## src/verilog/wtc_pkg.sv

```systemverilog
// Package with the register map, field positions and prescaler constants of the wake-up timer.
package wtc_pkg;

    // ------------------------------------------------------------------
    // Register byte addresses
    // ------------------------------------------------------------------
    localparam logic [7:0] ADDR_CONFIG_LOW   = 8'h00;
    localparam logic [7:0] ADDR_CONFIG_HIGH  = 8'h04;
    localparam logic [7:0] ADDR_RELOAD       = 8'h08;
    localparam logic [7:0] ADDR_COUNT        = 8'h0C;
    localparam logic [7:0] ADDR_IRQ_STATUS   = 8'h10;
    localparam logic [7:0] ADDR_IRQ_MASK     = 8'h14;
    localparam logic [7:0] ADDR_CONTROL      = 8'h18;

    // ------------------------------------------------------------------
    // Field positions of the low configuration byte
    // ------------------------------------------------------------------
    localparam int BIT_RC_OSC_EN   = 6;
    localparam int BIT_XTAL_OSC_EN = 5;
    localparam int BIT_CLK_SEL     = 4;
    localparam int BIT_BATTERY_BACKED_RAM_PWR   = 3;
    localparam int BIT_WAKE_ARM    = 0;
    localparam logic [7:0] CONFIG_LOW_WMASK  = 8'h79;
    localparam logic [7:0] CONFIG_LOW_RESET  = 8'h00;
    localparam logic [2:0] CONFIG_HIGH_RESET = 3'h0;

    // ------------------------------------------------------------------
    // Interrupt status bits and control bits
    // ------------------------------------------------------------------
    localparam int IRQ_TIMEOUT = 0;
    localparam int IRQ_WAKE    = 1;
    localparam int IRQ_WIDTH   = 2;
    localparam int CTRL_RUN    = 0;
    localparam int CTRL_SLEEP  = 1;

    // ------------------------------------------------------------------
    // Prescaler shift amounts: the divider is two to this power
    // ------------------------------------------------------------------
    localparam int PRESCALE_WIDTH = 16;
    localparam logic [4:0] SHIFT_DIV1     = 5'h00;
    localparam logic [4:0] SHIFT_DIV4     = 5'h02;
    localparam logic [4:0] SHIFT_DIV8     = 5'h03;
    localparam logic [4:0] SHIFT_DIV16    = 5'h04;
    localparam logic [4:0] SHIFT_DIV128   = 5'h07;
    localparam logic [4:0] SHIFT_DIV1024  = 5'h0A;
    localparam logic [4:0] SHIFT_DIV8192  = 5'h0D;
    localparam logic [4:0] SHIFT_DIV65536 = 5'h10;

    localparam logic [1:0] RESP_OKAY   = 2'h0;
    localparam logic [1:0] RESP_SLVERR = 2'h2;

endpackage

```

## src/verilog/wtc_top.sv

```systemverilog
// Wake-up timer configuration, prescaled counter and AXI4-Lite register slave.
//
// Notes on behaviour
// - codes 4-7 divide by 128 up to 65536.
// - bit 6 powers the RC slow oscillator.
// - bit 5 powers the crystal slow oscillator.
// - bit 4 picks RC (1) or crystal (0).
// - bit 3 keeps backup RAM powered asleep.
// - bit 0 lets timeout wake the device.
`timescale 1ns/1ps
`default_nettype none

module wtc_top #(
    parameter int COUNT_WIDTH = 16
) (
    input  wire logic        mclk,
    input  wire logic        nrst,
    input  wire logic        rc_slow_oscillator,
    input  wire logic        crystal_slow_oscillator,
    input  wire logic [7:0]  s_axi_awaddr,
    input  wire logic        s_axi_awvalid,
    output logic             s_axi_awready,
    input  wire logic [31:0] s_axi_wdata,
    input  wire logic [3:0]  s_axi_wstrb,
    input  wire logic        s_axi_wvalid,
    output logic             s_axi_wready,
    output logic [1:0]       s_axi_bresp,
    output logic             s_axi_bvalid,
    input  wire logic        s_axi_bready,
    input  wire logic [7:0]  s_axi_araddr,
    input  wire logic        s_axi_arvalid,
    output logic             s_axi_arready,
    output logic [31:0]      s_axi_rdata,
    output logic [1:0]       s_axi_rresp,
    output logic             s_axi_rvalid,
    input  wire logic        s_axi_rready,
    output logic             rc_slow_osc_enable,
    output logic             crystal_slow_osc_enable,
    output logic             slow_clock_source_select,
    output logic             backup_ram_sleep_power,
    output logic             sleep_state,
    output logic             wake,
    output logic             irq
);

    if (COUNT_WIDTH < 1 || COUNT_WIDTH > 32) begin
        $error("wtc_top: COUNT_WIDTH must lie between 1 and 32");
    end

    // ------------------------------------------------------------------
    // Registers
    // ------------------------------------------------------------------
    logic [7:0]                      wakeup_timer_config_low;
    logic [2:0]                      wakeup_timer_config_high;
    logic [COUNT_WIDTH-1:0]          reload;
    logic [COUNT_WIDTH-1:0]          count;
    logic [wtc_pkg::IRQ_WIDTH-1:0]   irq_status;
    logic [wtc_pkg::IRQ_WIDTH-1:0]   irq_mask;
    logic                            run;

    logic                            timeout_wake_arm;
    logic [2:0]                      tick_prescale_select;
    assign tick_prescale_select = wakeup_timer_config_high;

    assign rc_slow_osc_enable       = wakeup_timer_config_low[wtc_pkg::BIT_RC_OSC_EN];
    assign crystal_slow_osc_enable  = wakeup_timer_config_low[wtc_pkg::BIT_XTAL_OSC_EN];
    assign slow_clock_source_select = wakeup_timer_config_low[wtc_pkg::BIT_CLK_SEL];
    assign timeout_wake_arm         = wakeup_timer_config_low[wtc_pkg::BIT_WAKE_ARM];

    assign backup_ram_sleep_power = ~sleep_state
        | wakeup_timer_config_low[wtc_pkg::BIT_BATTERY_BACKED_RAM_PWR];

    // ------------------------------------------------------------------
    // Slow clock sampling
    // ------------------------------------------------------------------
    // The slow clocks are sampled as pins; a disabled oscillator yields no edges.
    logic [2:0] rc_sync;
    logic [2:0] xtal_sync;
    logic       slow_level;
    logic       slow_prev;
    logic       slow_edge;

    always_ff @(posedge mclk or negedge nrst) begin
        if (!nrst) begin
            rc_sync   <= 3'h0;
            xtal_sync <= 3'h0;
        end else begin
            rc_sync   <= {rc_sync[1:0], rc_slow_oscillator & rc_slow_osc_enable};
            xtal_sync <= {xtal_sync[1:0], crystal_slow_oscillator & crystal_slow_osc_enable};
        end
    end

    // Source switching can give one stray edge; the tick period is coarse enough to bear it.
    always_ff @(posedge mclk or negedge nrst) begin
        if (!nrst) begin
            slow_level <= 1'b0;
        end else if (slow_clock_source_select) begin
            if (rc_sync[1] == rc_sync[2]) begin
                slow_level <= rc_sync[2];
            end
        end else begin
            if (xtal_sync[1] == xtal_sync[2]) begin
                slow_level <= xtal_sync[2];
            end
        end
    end

    always_ff @(posedge mclk or negedge nrst) begin
        if (!nrst) begin
            slow_prev <= 1'b0;
        end else begin
            slow_prev <= slow_level;
        end
    end

    assign slow_edge = slow_level & ~slow_prev;

    // ------------------------------------------------------------------
    // Prescaler and timeout counter
    // ------------------------------------------------------------------
    logic tick;
    logic timeout;

    wtc_prescaler #(
        .WIDTH (wtc_pkg::PRESCALE_WIDTH)
    ) u_prescaler (
        .mclk                 (mclk),
        .nrst                 (nrst),
        .slow_edge            (slow_edge),
        .run                  (run),
        .tick_prescale_select (tick_prescale_select),
        .tick                 (tick)
    );

    assign timeout = run & tick & (count == '0);

    always_ff @(posedge mclk or negedge nrst) begin
        if (!nrst) begin
            count <= '0;
        end else if (!run) begin
            count <= reload;
        end else if (tick) begin
            count <= (count == '0) ? reload : count - 1'b1;
        end
    end

    assign wake = timeout & timeout_wake_arm & sleep_state;

    // ------------------------------------------------------------------
    // AXI4-Lite write channel
    // ------------------------------------------------------------------
    logic        aw_held;
    logic        w_held;
    logic [7:0]  aw_addr;
    logic [31:0] w_data;
    logic [3:0]  w_strb;
    logic        do_write;

    assign s_axi_awready = ~aw_held & ~s_axi_bvalid;
    assign s_axi_wready  = ~w_held & ~s_axi_bvalid;
    assign do_write      = aw_held & w_held & ~s_axi_bvalid;

    always_ff @(posedge mclk or negedge nrst) begin
        if (!nrst) begin
            aw_held <= 1'b0;
            aw_addr <= 8'h00;
        end else if (s_axi_awvalid && s_axi_awready) begin
            aw_held <= 1'b1;
            aw_addr <= s_axi_awaddr;
        end else if (do_write) begin
            aw_held <= 1'b0;
        end
    end

    always_ff @(posedge mclk or negedge nrst) begin
        if (!nrst) begin
            w_held <= 1'b0;
            w_data <= 32'h0000_0000;
            w_strb <= 4'h0;
        end else if (s_axi_wvalid && s_axi_wready) begin
            w_held <= 1'b1;
            w_data <= s_axi_wdata;
            w_strb <= s_axi_wstrb;
        end else if (do_write) begin
            w_held <= 1'b0;
        end
    end

    function automatic logic addr_known(input logic [7:0] a);
        case (a)
            wtc_pkg::ADDR_CONFIG_LOW, wtc_pkg::ADDR_CONFIG_HIGH, wtc_pkg::ADDR_RELOAD,
            wtc_pkg::ADDR_COUNT, wtc_pkg::ADDR_IRQ_STATUS, wtc_pkg::ADDR_IRQ_MASK,
            wtc_pkg::ADDR_CONTROL: addr_known = 1'b1;
            default: addr_known = 1'b0;
        endcase
    endfunction

    always_ff @(posedge mclk or negedge nrst) begin
        if (!nrst) begin
            s_axi_bvalid <= 1'b0;
            s_axi_bresp  <= wtc_pkg::RESP_OKAY;
        end else if (do_write) begin
            s_axi_bvalid <= 1'b1;
            s_axi_bresp  <= addr_known(aw_addr) ? wtc_pkg::RESP_OKAY : wtc_pkg::RESP_SLVERR;
        end else if (s_axi_bready) begin
            s_axi_bvalid <= 1'b0;
        end
    end

    logic wr_low;
    assign wr_low = do_write & w_strb[0];

    always_ff @(posedge mclk or negedge nrst) begin
        if (!nrst) begin
            wakeup_timer_config_low <= wtc_pkg::CONFIG_LOW_RESET;
        end else if (wr_low && aw_addr == wtc_pkg::ADDR_CONFIG_LOW) begin
            wakeup_timer_config_low <= w_data[7:0] & wtc_pkg::CONFIG_LOW_WMASK;
        end
    end

    always_ff @(posedge mclk or negedge nrst) begin
        if (!nrst) begin
            wakeup_timer_config_high <= wtc_pkg::CONFIG_HIGH_RESET;
        end else if (wr_low && aw_addr == wtc_pkg::ADDR_CONFIG_HIGH) begin
            wakeup_timer_config_high <= w_data[2:0];
        end
    end

    always_ff @(posedge mclk or negedge nrst) begin
        if (!nrst) begin
            reload <= '0;
        end else if (do_write && aw_addr == wtc_pkg::ADDR_RELOAD) begin
            for (int i = 0; i < COUNT_WIDTH; i++) begin
                if (w_strb[i/8]) begin
                    reload[i] <= w_data[i];
                end
            end
        end
    end

    always_ff @(posedge mclk or negedge nrst) begin
        if (!nrst) begin
            run         <= 1'b0;
            sleep_state <= 1'b0;
        end else if (wr_low && aw_addr == wtc_pkg::ADDR_CONTROL) begin
            run         <= w_data[wtc_pkg::CTRL_RUN];
            sleep_state <= w_data[wtc_pkg::CTRL_SLEEP];
        end else if (wake) begin
            sleep_state <= 1'b0;
        end
    end

    always_ff @(posedge mclk or negedge nrst) begin
        if (!nrst) begin
            irq_mask <= '0;
        end else if (wr_low && aw_addr == wtc_pkg::ADDR_IRQ_MASK) begin
            irq_mask <= w_data[wtc_pkg::IRQ_WIDTH-1:0];
        end
    end

    // An event in the clearing cycle stays set.
    logic [wtc_pkg::IRQ_WIDTH-1:0] irq_set;
    logic [wtc_pkg::IRQ_WIDTH-1:0] irq_clr;
    assign irq_set = {wake, timeout};
    assign irq_clr = (wr_low && aw_addr == wtc_pkg::ADDR_IRQ_STATUS)
        ? w_data[wtc_pkg::IRQ_WIDTH-1:0] : '0;

    always_ff @(posedge mclk or negedge nrst) begin
        if (!nrst) begin
            irq_status <= '0;
        end else begin
            irq_status <= (irq_status & ~irq_clr) | irq_set;
        end
    end

    assign irq = |(irq_status & irq_mask);

    // ------------------------------------------------------------------
    // AXI4-Lite read channel
    // ------------------------------------------------------------------
    assign s_axi_arready = ~s_axi_rvalid;

    always_ff @(posedge mclk or negedge nrst) begin
        if (!nrst) begin
            s_axi_rvalid <= 1'b0;
            s_axi_rdata  <= 32'h0000_0000;
            s_axi_rresp  <= wtc_pkg::RESP_OKAY;
        end else if (s_axi_arvalid && s_axi_arready) begin
            s_axi_rvalid <= 1'b1;
            s_axi_rresp  <= wtc_pkg::RESP_OKAY;
            case (s_axi_araddr)
                wtc_pkg::ADDR_CONFIG_LOW:  s_axi_rdata <= {24'h000000, wakeup_timer_config_low};
                wtc_pkg::ADDR_CONFIG_HIGH: s_axi_rdata <= {29'h0, wakeup_timer_config_high};
                wtc_pkg::ADDR_RELOAD:      s_axi_rdata <= 32'(reload);
                wtc_pkg::ADDR_COUNT:       s_axi_rdata <= 32'(count);
                wtc_pkg::ADDR_IRQ_STATUS:  s_axi_rdata <= 32'(irq_status);
                wtc_pkg::ADDR_IRQ_MASK:    s_axi_rdata <= 32'(irq_mask);
                wtc_pkg::ADDR_CONTROL:     s_axi_rdata <= {30'h0, sleep_state, run};
                default: begin
                    s_axi_rdata <= 32'h0000_0000;
                    s_axi_rresp <= wtc_pkg::RESP_SLVERR;
                end
            endcase
        end else if (s_axi_rready) begin
            s_axi_rvalid <= 1'b0;
        end
    end

endmodule

`default_nettype wire

```

## src/verilog/wtc_prescaler.sv

```systemverilog
// Tick prescaler that divides the selected slow clock by a power of two.
`timescale 1ns/1ps
`default_nettype none

module wtc_prescaler #(
    parameter int WIDTH = 16
) (
    input  wire logic       mclk,
    input  wire logic       nrst,
    input  wire logic       slow_edge,
    input  wire logic       run,
    input  wire logic [2:0] tick_prescale_select,
    output logic            tick
);

    // Elaboration stops here when the counter cannot reach the longest divider.
    if (WIDTH < int'(wtc_pkg::SHIFT_DIV65536)) begin
        $error("wtc_prescaler: WIDTH must hold the divide-by-65536 setting");
    end

    function automatic logic [4:0] code_to_shift(input logic [2:0] code);
        case (code)
            3'h0: code_to_shift = wtc_pkg::SHIFT_DIV1;
            3'h1: code_to_shift = wtc_pkg::SHIFT_DIV4;
            3'h2: code_to_shift = wtc_pkg::SHIFT_DIV8;
            3'h3: code_to_shift = wtc_pkg::SHIFT_DIV16;
            3'h4: code_to_shift = wtc_pkg::SHIFT_DIV128;
            3'h5: code_to_shift = wtc_pkg::SHIFT_DIV1024;
            3'h6: code_to_shift = wtc_pkg::SHIFT_DIV8192;
            default: code_to_shift = wtc_pkg::SHIFT_DIV65536;
        endcase
    endfunction

    logic [WIDTH:0] count;
    logic [WIDTH:0] limit;

    assign limit = ({{WIDTH{1'b0}}, 1'b1} << code_to_shift(tick_prescale_select)) - 1'b1;

    // A change of divider restarts from zero only when the count has reached or passed the new limit.
    always_ff @(posedge mclk or negedge nrst) begin
        if (!nrst) begin
            count <= '0;
            tick  <= 1'b0;
        end else if (!run) begin
            count <= '0;
            tick  <= 1'b0;
        end else if (slow_edge) begin
            if (count >= limit) begin
                count <= '0;
                tick  <= 1'b1;
            end else begin
                count <= count + 1'b1;
                tick  <= 1'b0;
            end
        end else begin
            tick <= 1'b0;
        end
    end

endmodule

`default_nettype wire

```

## config.mk

```make
export PLATFORM = sky130hd
export DESIGN_NAME = wtc_top
export DESIGN_NICKNAME = d
export VERILOG_FILES = /design/src/verilog/wtc_pkg.sv /design/src/verilog/wtc_top.sv /design/src/verilog/wtc_prescaler.sv
export SDC_FILE = /design/constraint.sdc
export NUM_CORES = 1
export LEC_CHECK = 0
export ABC_CLOCK_PERIOD_IN_PS = 8300
export BUFFER_PORTS_ARGS = -buffer_cell sky130_fd_sc_hd__buf_2
export CORE_UTILIZATION = 35
export DETAILED_ROUTE_END_ITERATION = 16
export PLACE_DENSITY = 0.63
export RECOVER_POWER = 100
export SETUP_SLACK_MARGIN = 0.3
export SYNTH_ARGS = -nofsm -noshare
export SYNTH_HDL_FRONTEND = slang
export SYNTH_SLANG_ARGS = --single-unit
```

## constraint.sdc

```tcl
create_clock -name mclk -period 8.3 [get_ports mclk]
set_input_delay 0.83 -clock mclk [delete_from_list [all_inputs] [get_ports mclk]]
set_output_delay 0.83 -clock mclk [all_outputs]
set_load 0.05 [all_outputs]
```

Word-level counts from Yosys, hierarchy flattened
Cells that the tools add are included.
- latch bits: 0
- bits in read-only memories: 0
- register bits after elaboration: 138
- memories: 0
- logic and storage cells: 129
- bits of input ports: 61
- bits in writable memories: 0
- multiplexer cells: 28
- $add $sub $neg: 3
- divide/modulo/power cells: 0
- equality and inequality tests: 23
- shifts and indexed selects: 1
- bitwise operators: 23
- order comparisons: 1
- $mul: 0
- reductions and logical operators: 25
- operators by type and width (operator ; number):
    one-hot mux 16 bit (7 select lines) ; 1
    2-to-1 mux 17 bit ; 3
    == test 8 x 5 -> 1 bit (second input constant) ; 6
    2-to-1 mux 16 bit ; 3
    one-hot mux 5 bit (7 select lines) ; 1
    == test 8 x 4 -> 1 bit (second input constant) ; 4
    adder 17 x 1 -> 17 bit (second input constant) ; 1
    greater-or-equal comparator 17 bit ; 1
    2-to-1 mux 1 bit ; 17
    << shifter 1 x 5 -> 17 bit (first input constant) ; 1
    subtractor 17 x 1 -> 17 bit (second input constant) ; 1
    == test 8 x 3 -> 1 bit (second input constant) ; 2
    zero test 16 bit ; 1
    zero test 8 bit ; 2
    subtractor 16 x 1 -> 16 bit (second input constant) ; 1
    OR reduction 7 bit ; 2
    AND 1 bit ; 12
    nonzero test 2 bit ; 6
    == test 3 bit (second input constant) ; 3
    logical AND 1 bit ; 9
    == test 3 x 2 -> 1 bit (second input constant) ; 2
    2-to-1 mux 2 bit ; 3
    != test 2 x 1 -> 1 bit (second input constant) ; 3
    inverter 1 bit ; 6
    9 further kinds ; 13

Logic depth before layout (Yosys ltp)
- depth after elaboration: 8
- gate-level depth with buffers: 12
- gate-level depth less buffers: 10

By module
From an unflattened synthesis, not the netlist that was laid out.
- cell total of the unflattened synthesis: 603
- area total of the unflattened synthesis: 6324.8 um^2
- modules (own cells, without submodules) (module ; area each (um^2) ; cells each ; seq. area each (um^2) ; times used):
    wtc_top ; 4857.2 ; 434 ; 2552.4 ; 1
    wtc_prescaler ; 1467.7 ; 169 ; 450.4 ; 1

Worst setup path after synthesis
Ideal clock, no wire load.
- kind: register to register
- start point: reg wakeup_timer_config_high[1], in the netlist tick_prescale_select[1]
- end point: reg u_prescaler.count[5]
- required time: 8184 ps
- library setup time: 116 ps
- slack: 5524 ps
- data arrival time: 2660 ps
- path buffers: 1
- clock period less this slack: 2776 ps
- cell stages (with the launch flop): 11
- cell sequence: dfrtp_1 clkbuf_1 or3_1 ha_1 nand2_1 ha_1 nand3_1 a21boi_0 nor4_1 nand2_1 o311ai_0
- longest elaborated chain between the ends: 8
- ends and longest elaborated chain (item ; RTL line ; source):
    from (decl) ; wtc_top.sv:54 ; logic [2:0] wakeup_timer_config_high;
    from (signal assigned) ; wtc_top.sv:223 ; wakeup_timer_config_high <= wtc_pkg::CONFIG_HIGH_RESET;
    from (signal assigned) ; wtc_top.sv:225 ; wakeup_timer_config_high <= w_data[2:0];
    == test 3 bit, or another cell as far along ; wtc_prescaler.sv:22 ; case (code)
    one-hot mux 5 bit (7 select lines) * ; wtc_prescaler.sv:22 ;
    << shifter 1 x 5 -> 17 bit * ; wtc_prescaler.sv:37 ; assign limit = ({{WIDTH{1'b0}}, 1'b1} << code_to_shift(tick_prescale_select)) - 1'b1;
    subtractor 17 x 1 -> 17 bit * ; wtc_prescaler.sv:37 ;
    greater-or-equal comparator 17 bit * ; wtc_prescaler.sv:48 ; if (count >= limit) begin
    2-to-1 mux 17 bit * ; wtc_prescaler.sv:48 ;
    2-to-1 mux 17 bit * ; wtc_prescaler.sv:47 ; end else if (slow_edge) begin
    2-to-1 mux 17 bit * ; wtc_prescaler.sv:44 ; end else if (!run) begin
    to (signal assigned) ; wtc_prescaler.sv:52 ; count <= count + 1'b1;
    to (decl) ; wtc_prescaler.sv:34 ; logic [WIDTH:0] count;
Every way passes the cells marked *; elsewhere a longest branch is shown, timed or not. The select of a mux whose other input is x is not followed.
A chain may end at the register's enable or synchronous reset.

==> impl_metrics.tcl <==
set metrics [dict create \
    syn_avg_cell_area_sq_um 10.14 \
    timing.rr.start "tick_prescale_select[2]$_DFFE_PN0P_" \
    tightest_slew_ns 3.193 \
    rsz0062_at_grt "no" \
    slew_viol_final 60 \
    cts_resized 0 \
    max_stage_delay_ns 2.22 \
    yosysWarnings 0 \
    design.core.area_sq_um 17360 \
    tns_ns 0 \
    post_cts_buffers 0 \
    r2r_end "u_prescaler.count[9]$_DFFE_PN0P_" \
    synthesis.area_sq_um 6226 \
    worstPathCellList "clkbuf_1, buf_4" \
    synth_ff_type "dfrtp_1" \
    clockRootBuffer "clkbuf_16" \
    antenna_found_initial 0 \
    synth-seq-cells 120 \
    power_density_nw_per_um2 280.8 \
    outcome "finished with violations" \
    num_antenna_cells 0 \
    clockBufferDepth 2 \
    vias_per_cell 5.255 \
    wl_um 14020 \
    holdBufCountCts 0 \
    worst-path-stages 2 \
    gp_congestion 0.8072 \
    finalCoreUtilization_pct 42.01 \
    violations "max-capacitance violations, max-slew violations" \
    ant_nets 0 \
    grt_pass1_wl_um 23390 \
    die_y_um 135.4 \
    yosys.area.top_type_share_pct 48.23 \
    tritoncts "done" \
    crit_path_end "count[6]$_DFFE_PN0P_" \
    synth_most_common_cell "dfrtp_1" \
    startpoint_type "input port" \
    slowest_stage "clkbuf_1" \
    synth_edf_count 0 \
    max_freq_ghz 0.2811 \
    pin_count 109 \
    maxCapViolations 1 \
    start_util_pct 35.87 \
    worst_ep_required_time_ns 8.77 \
    first_pass_iters 5 \
    critPathBufInv 2 \
    drcViolationCount 0 \
    worstPathArrival_ns 4.02 \
    r2r_setup_slack_ns 4.76 \
    hold_viol_final 0 \
    synthToLayoutAreaGrowth_pct 17.12 \
    clock-skew-final_ns 0.005740 \
    setup_viol 0 \
    cellLeakagePower_uw 0.003165 \
    place_hpwl_um 10090 \
    min_period_ns 3.558 \
    cts_htree_levels 4 \
    multi_input_area_sq_um 2917 \
    overflow 0 \
    irDropWorstVdd_mv 0.2205 \
    ys_seq_area_share_pct 48.23 \
    crit_fanout 62 \
    path_class "in2async" \
    grt_pass1_vias 4400 \
    critical_path.top_delay_family "buffers and inverters" \
    clk_pin_slew_ns 0.06 \
    layout.nets 760 \
    ff_latch_area_sq_um 3003 \
    rows 48 \
    fillCellCount 1683 \
    dieArea_sq_um 18330 \
    dieWidth_um 135.4 \
    post_synth_num_cell_types 63 \
    slew_headroom_pct -112.8 \
    drive_above_1_share_pct 20.41 \
    cp-end-kind "async pin" \
    syn_inst 614 \
    post-route-period-util_pct 42.87 \
    cts.sinks 120 \
    io_buffer_count 72 \
    synthArstFlopShare_pct 100.0 \
    synth_common_cells "120 x dfrtp_1, 58 x nand2_1, 55 x mux2_2, 39 x o21ai_0" \
    grt_use_total_pct 16.64 \
    ff2ff_path_depth 8 \
    cts_inserted_buffers 17 \
    hold_class "reg2reg" \
    wl_per_cell_um 15.30 \
    synth_area_leader_cell "dfrtp_1" \
    cp-startpoint "nrst" \
    synth_area_leaders "dfrtp_1 48%, mux2_2 9.9%, ha_1 4.2%" \
    vias 4814 \
    drt_iter0_markers 279 \
    grt_start_max_net_pins 63 \
    clkLatencyLatePin_ns 0.43 \
]
[worst min path at each step]
stage | start | endpoint | slack (ns) | cells after the start
global route | xtal_sync[0]$_DFF_PN0_ | xtal_sync[1]$_DFF_PN0_ | 0.38 | 0
floorplan | rc_sync[0]$_DFF_PN0_ | rc_sync[1]$_DFF_PN0_ | 0.33 | 0
global placement | xtal_sync[0]$_DFF_PN0_ | xtal_sync[1]$_DFF_PN0_ | 0.33 | 0
detailed placement | xtal_sync[0]$_DFF_PN0_ | xtal_sync[1]$_DFF_PN0_ | 0.34 | 0
CTS | xtal_sync[0]$_DFF_PN0_ | xtal_sync[1]$_DFF_PN0_ | 0.35 | 0
finish | xtal_sync[0]$_DFF_PN0_ | xtal_sync[1]$_DFF_PN0_ | 0.35 | 0
[layer usage]
layer / share of wire (%) / vias up / GRT usage, %
li1: - / 2329 / -
met1: 50 / 2324 / 24.16
met2: 43 / 143 / 23.68
met3: 5.5 / 18 / 4.040
met4: 1.5 / 0 / 6.367
met5: 0 / - / 0
[placed cells by master (no fill, tap or decap), types with 6 or more instances in the layout]
master	netlist	final
dfrtp_1	120	120
nand2_1	58	58
mux2_2	55	55
o21ai_0	39	48
buf_2	3	41
clkbuf_1	25	32
a21oi_1	30	31
nor2_1	30	30
nand3_1	24	24
inv_1	23	23
ha_1	21	21
conb_1	2	20
clkbuf_16	0	17
a22oi_1	15	15
nor3_1	11	12
nand4_1	12	12
a31oi_1	12	12
mux2i_1	9	9
o22ai_1	7	7
nand2b_1	6	6
and3_1	6	6
o31ai_1	6	6
[state kept, by name (all words and copies together) (netlist names), 3 cells and up]
signal / count
s_axi_rdata: 16
reload: 16
w_data: 16
count: 16
tick_prescale_select: 3
xtal_sync: 3
rc_sync: 3
aw_addr: 8
u_prescaler.count: 17
wakeup_timer_config_low: 5
[final cells by class]
| class | instances | area share, % |
|---|---|---|
| Timing Repair Buffer | 77 | 4.873 |
| Multi-Input combinational cell | 439 | 40.00 |
| Sequential cell | 120 | 41.18 |
| Clock inverter | 14 | 2.883 |
| Tap cell | 225 | 3.861 |
| Clock buffer | 18 | 6.023 |
| Inverter | 23 | 1.184 |
[stage by stage]
stage	total power [uW]	setup WS, ns	std cells	hold WS, ns	instance area, sq um
2_1_floorplan	1146	5.524	632	0.3312	6294
3_3_place_gp	1248	5.160	884	0.3324	6708
3_5_place_dp	1259	5.051	884	0.3365	6708
4_1_cts	2072	5.033	916	0.3546	7357
5_1_grt	2155	3.952	916	0.3763	7292
6_report	2048	4.742	916	0.3529	7292
[where the power goes]
part / switching (uW) / total, uW / leakage (uW) / internal (uW)
clock network: 288 / 806 / 0.000318 / 518
logic: 268 / 448 / 0.00124 / 180
registers: 103 / 793 / 0.00160 / 690
total: 659 / 2050 / 0.00317 / 1390
[logic make-up after synthesis]
group	Yosys count	synth area share [%]
compound gates	150	15.01
fa+ha+maj	22	4.381
buf+inv	73	5.788
flops	120	48.23
mux	64	11.39
other cells	2	0.1206
simple gates	183	15.07
(Power assumes the default switching activity.)
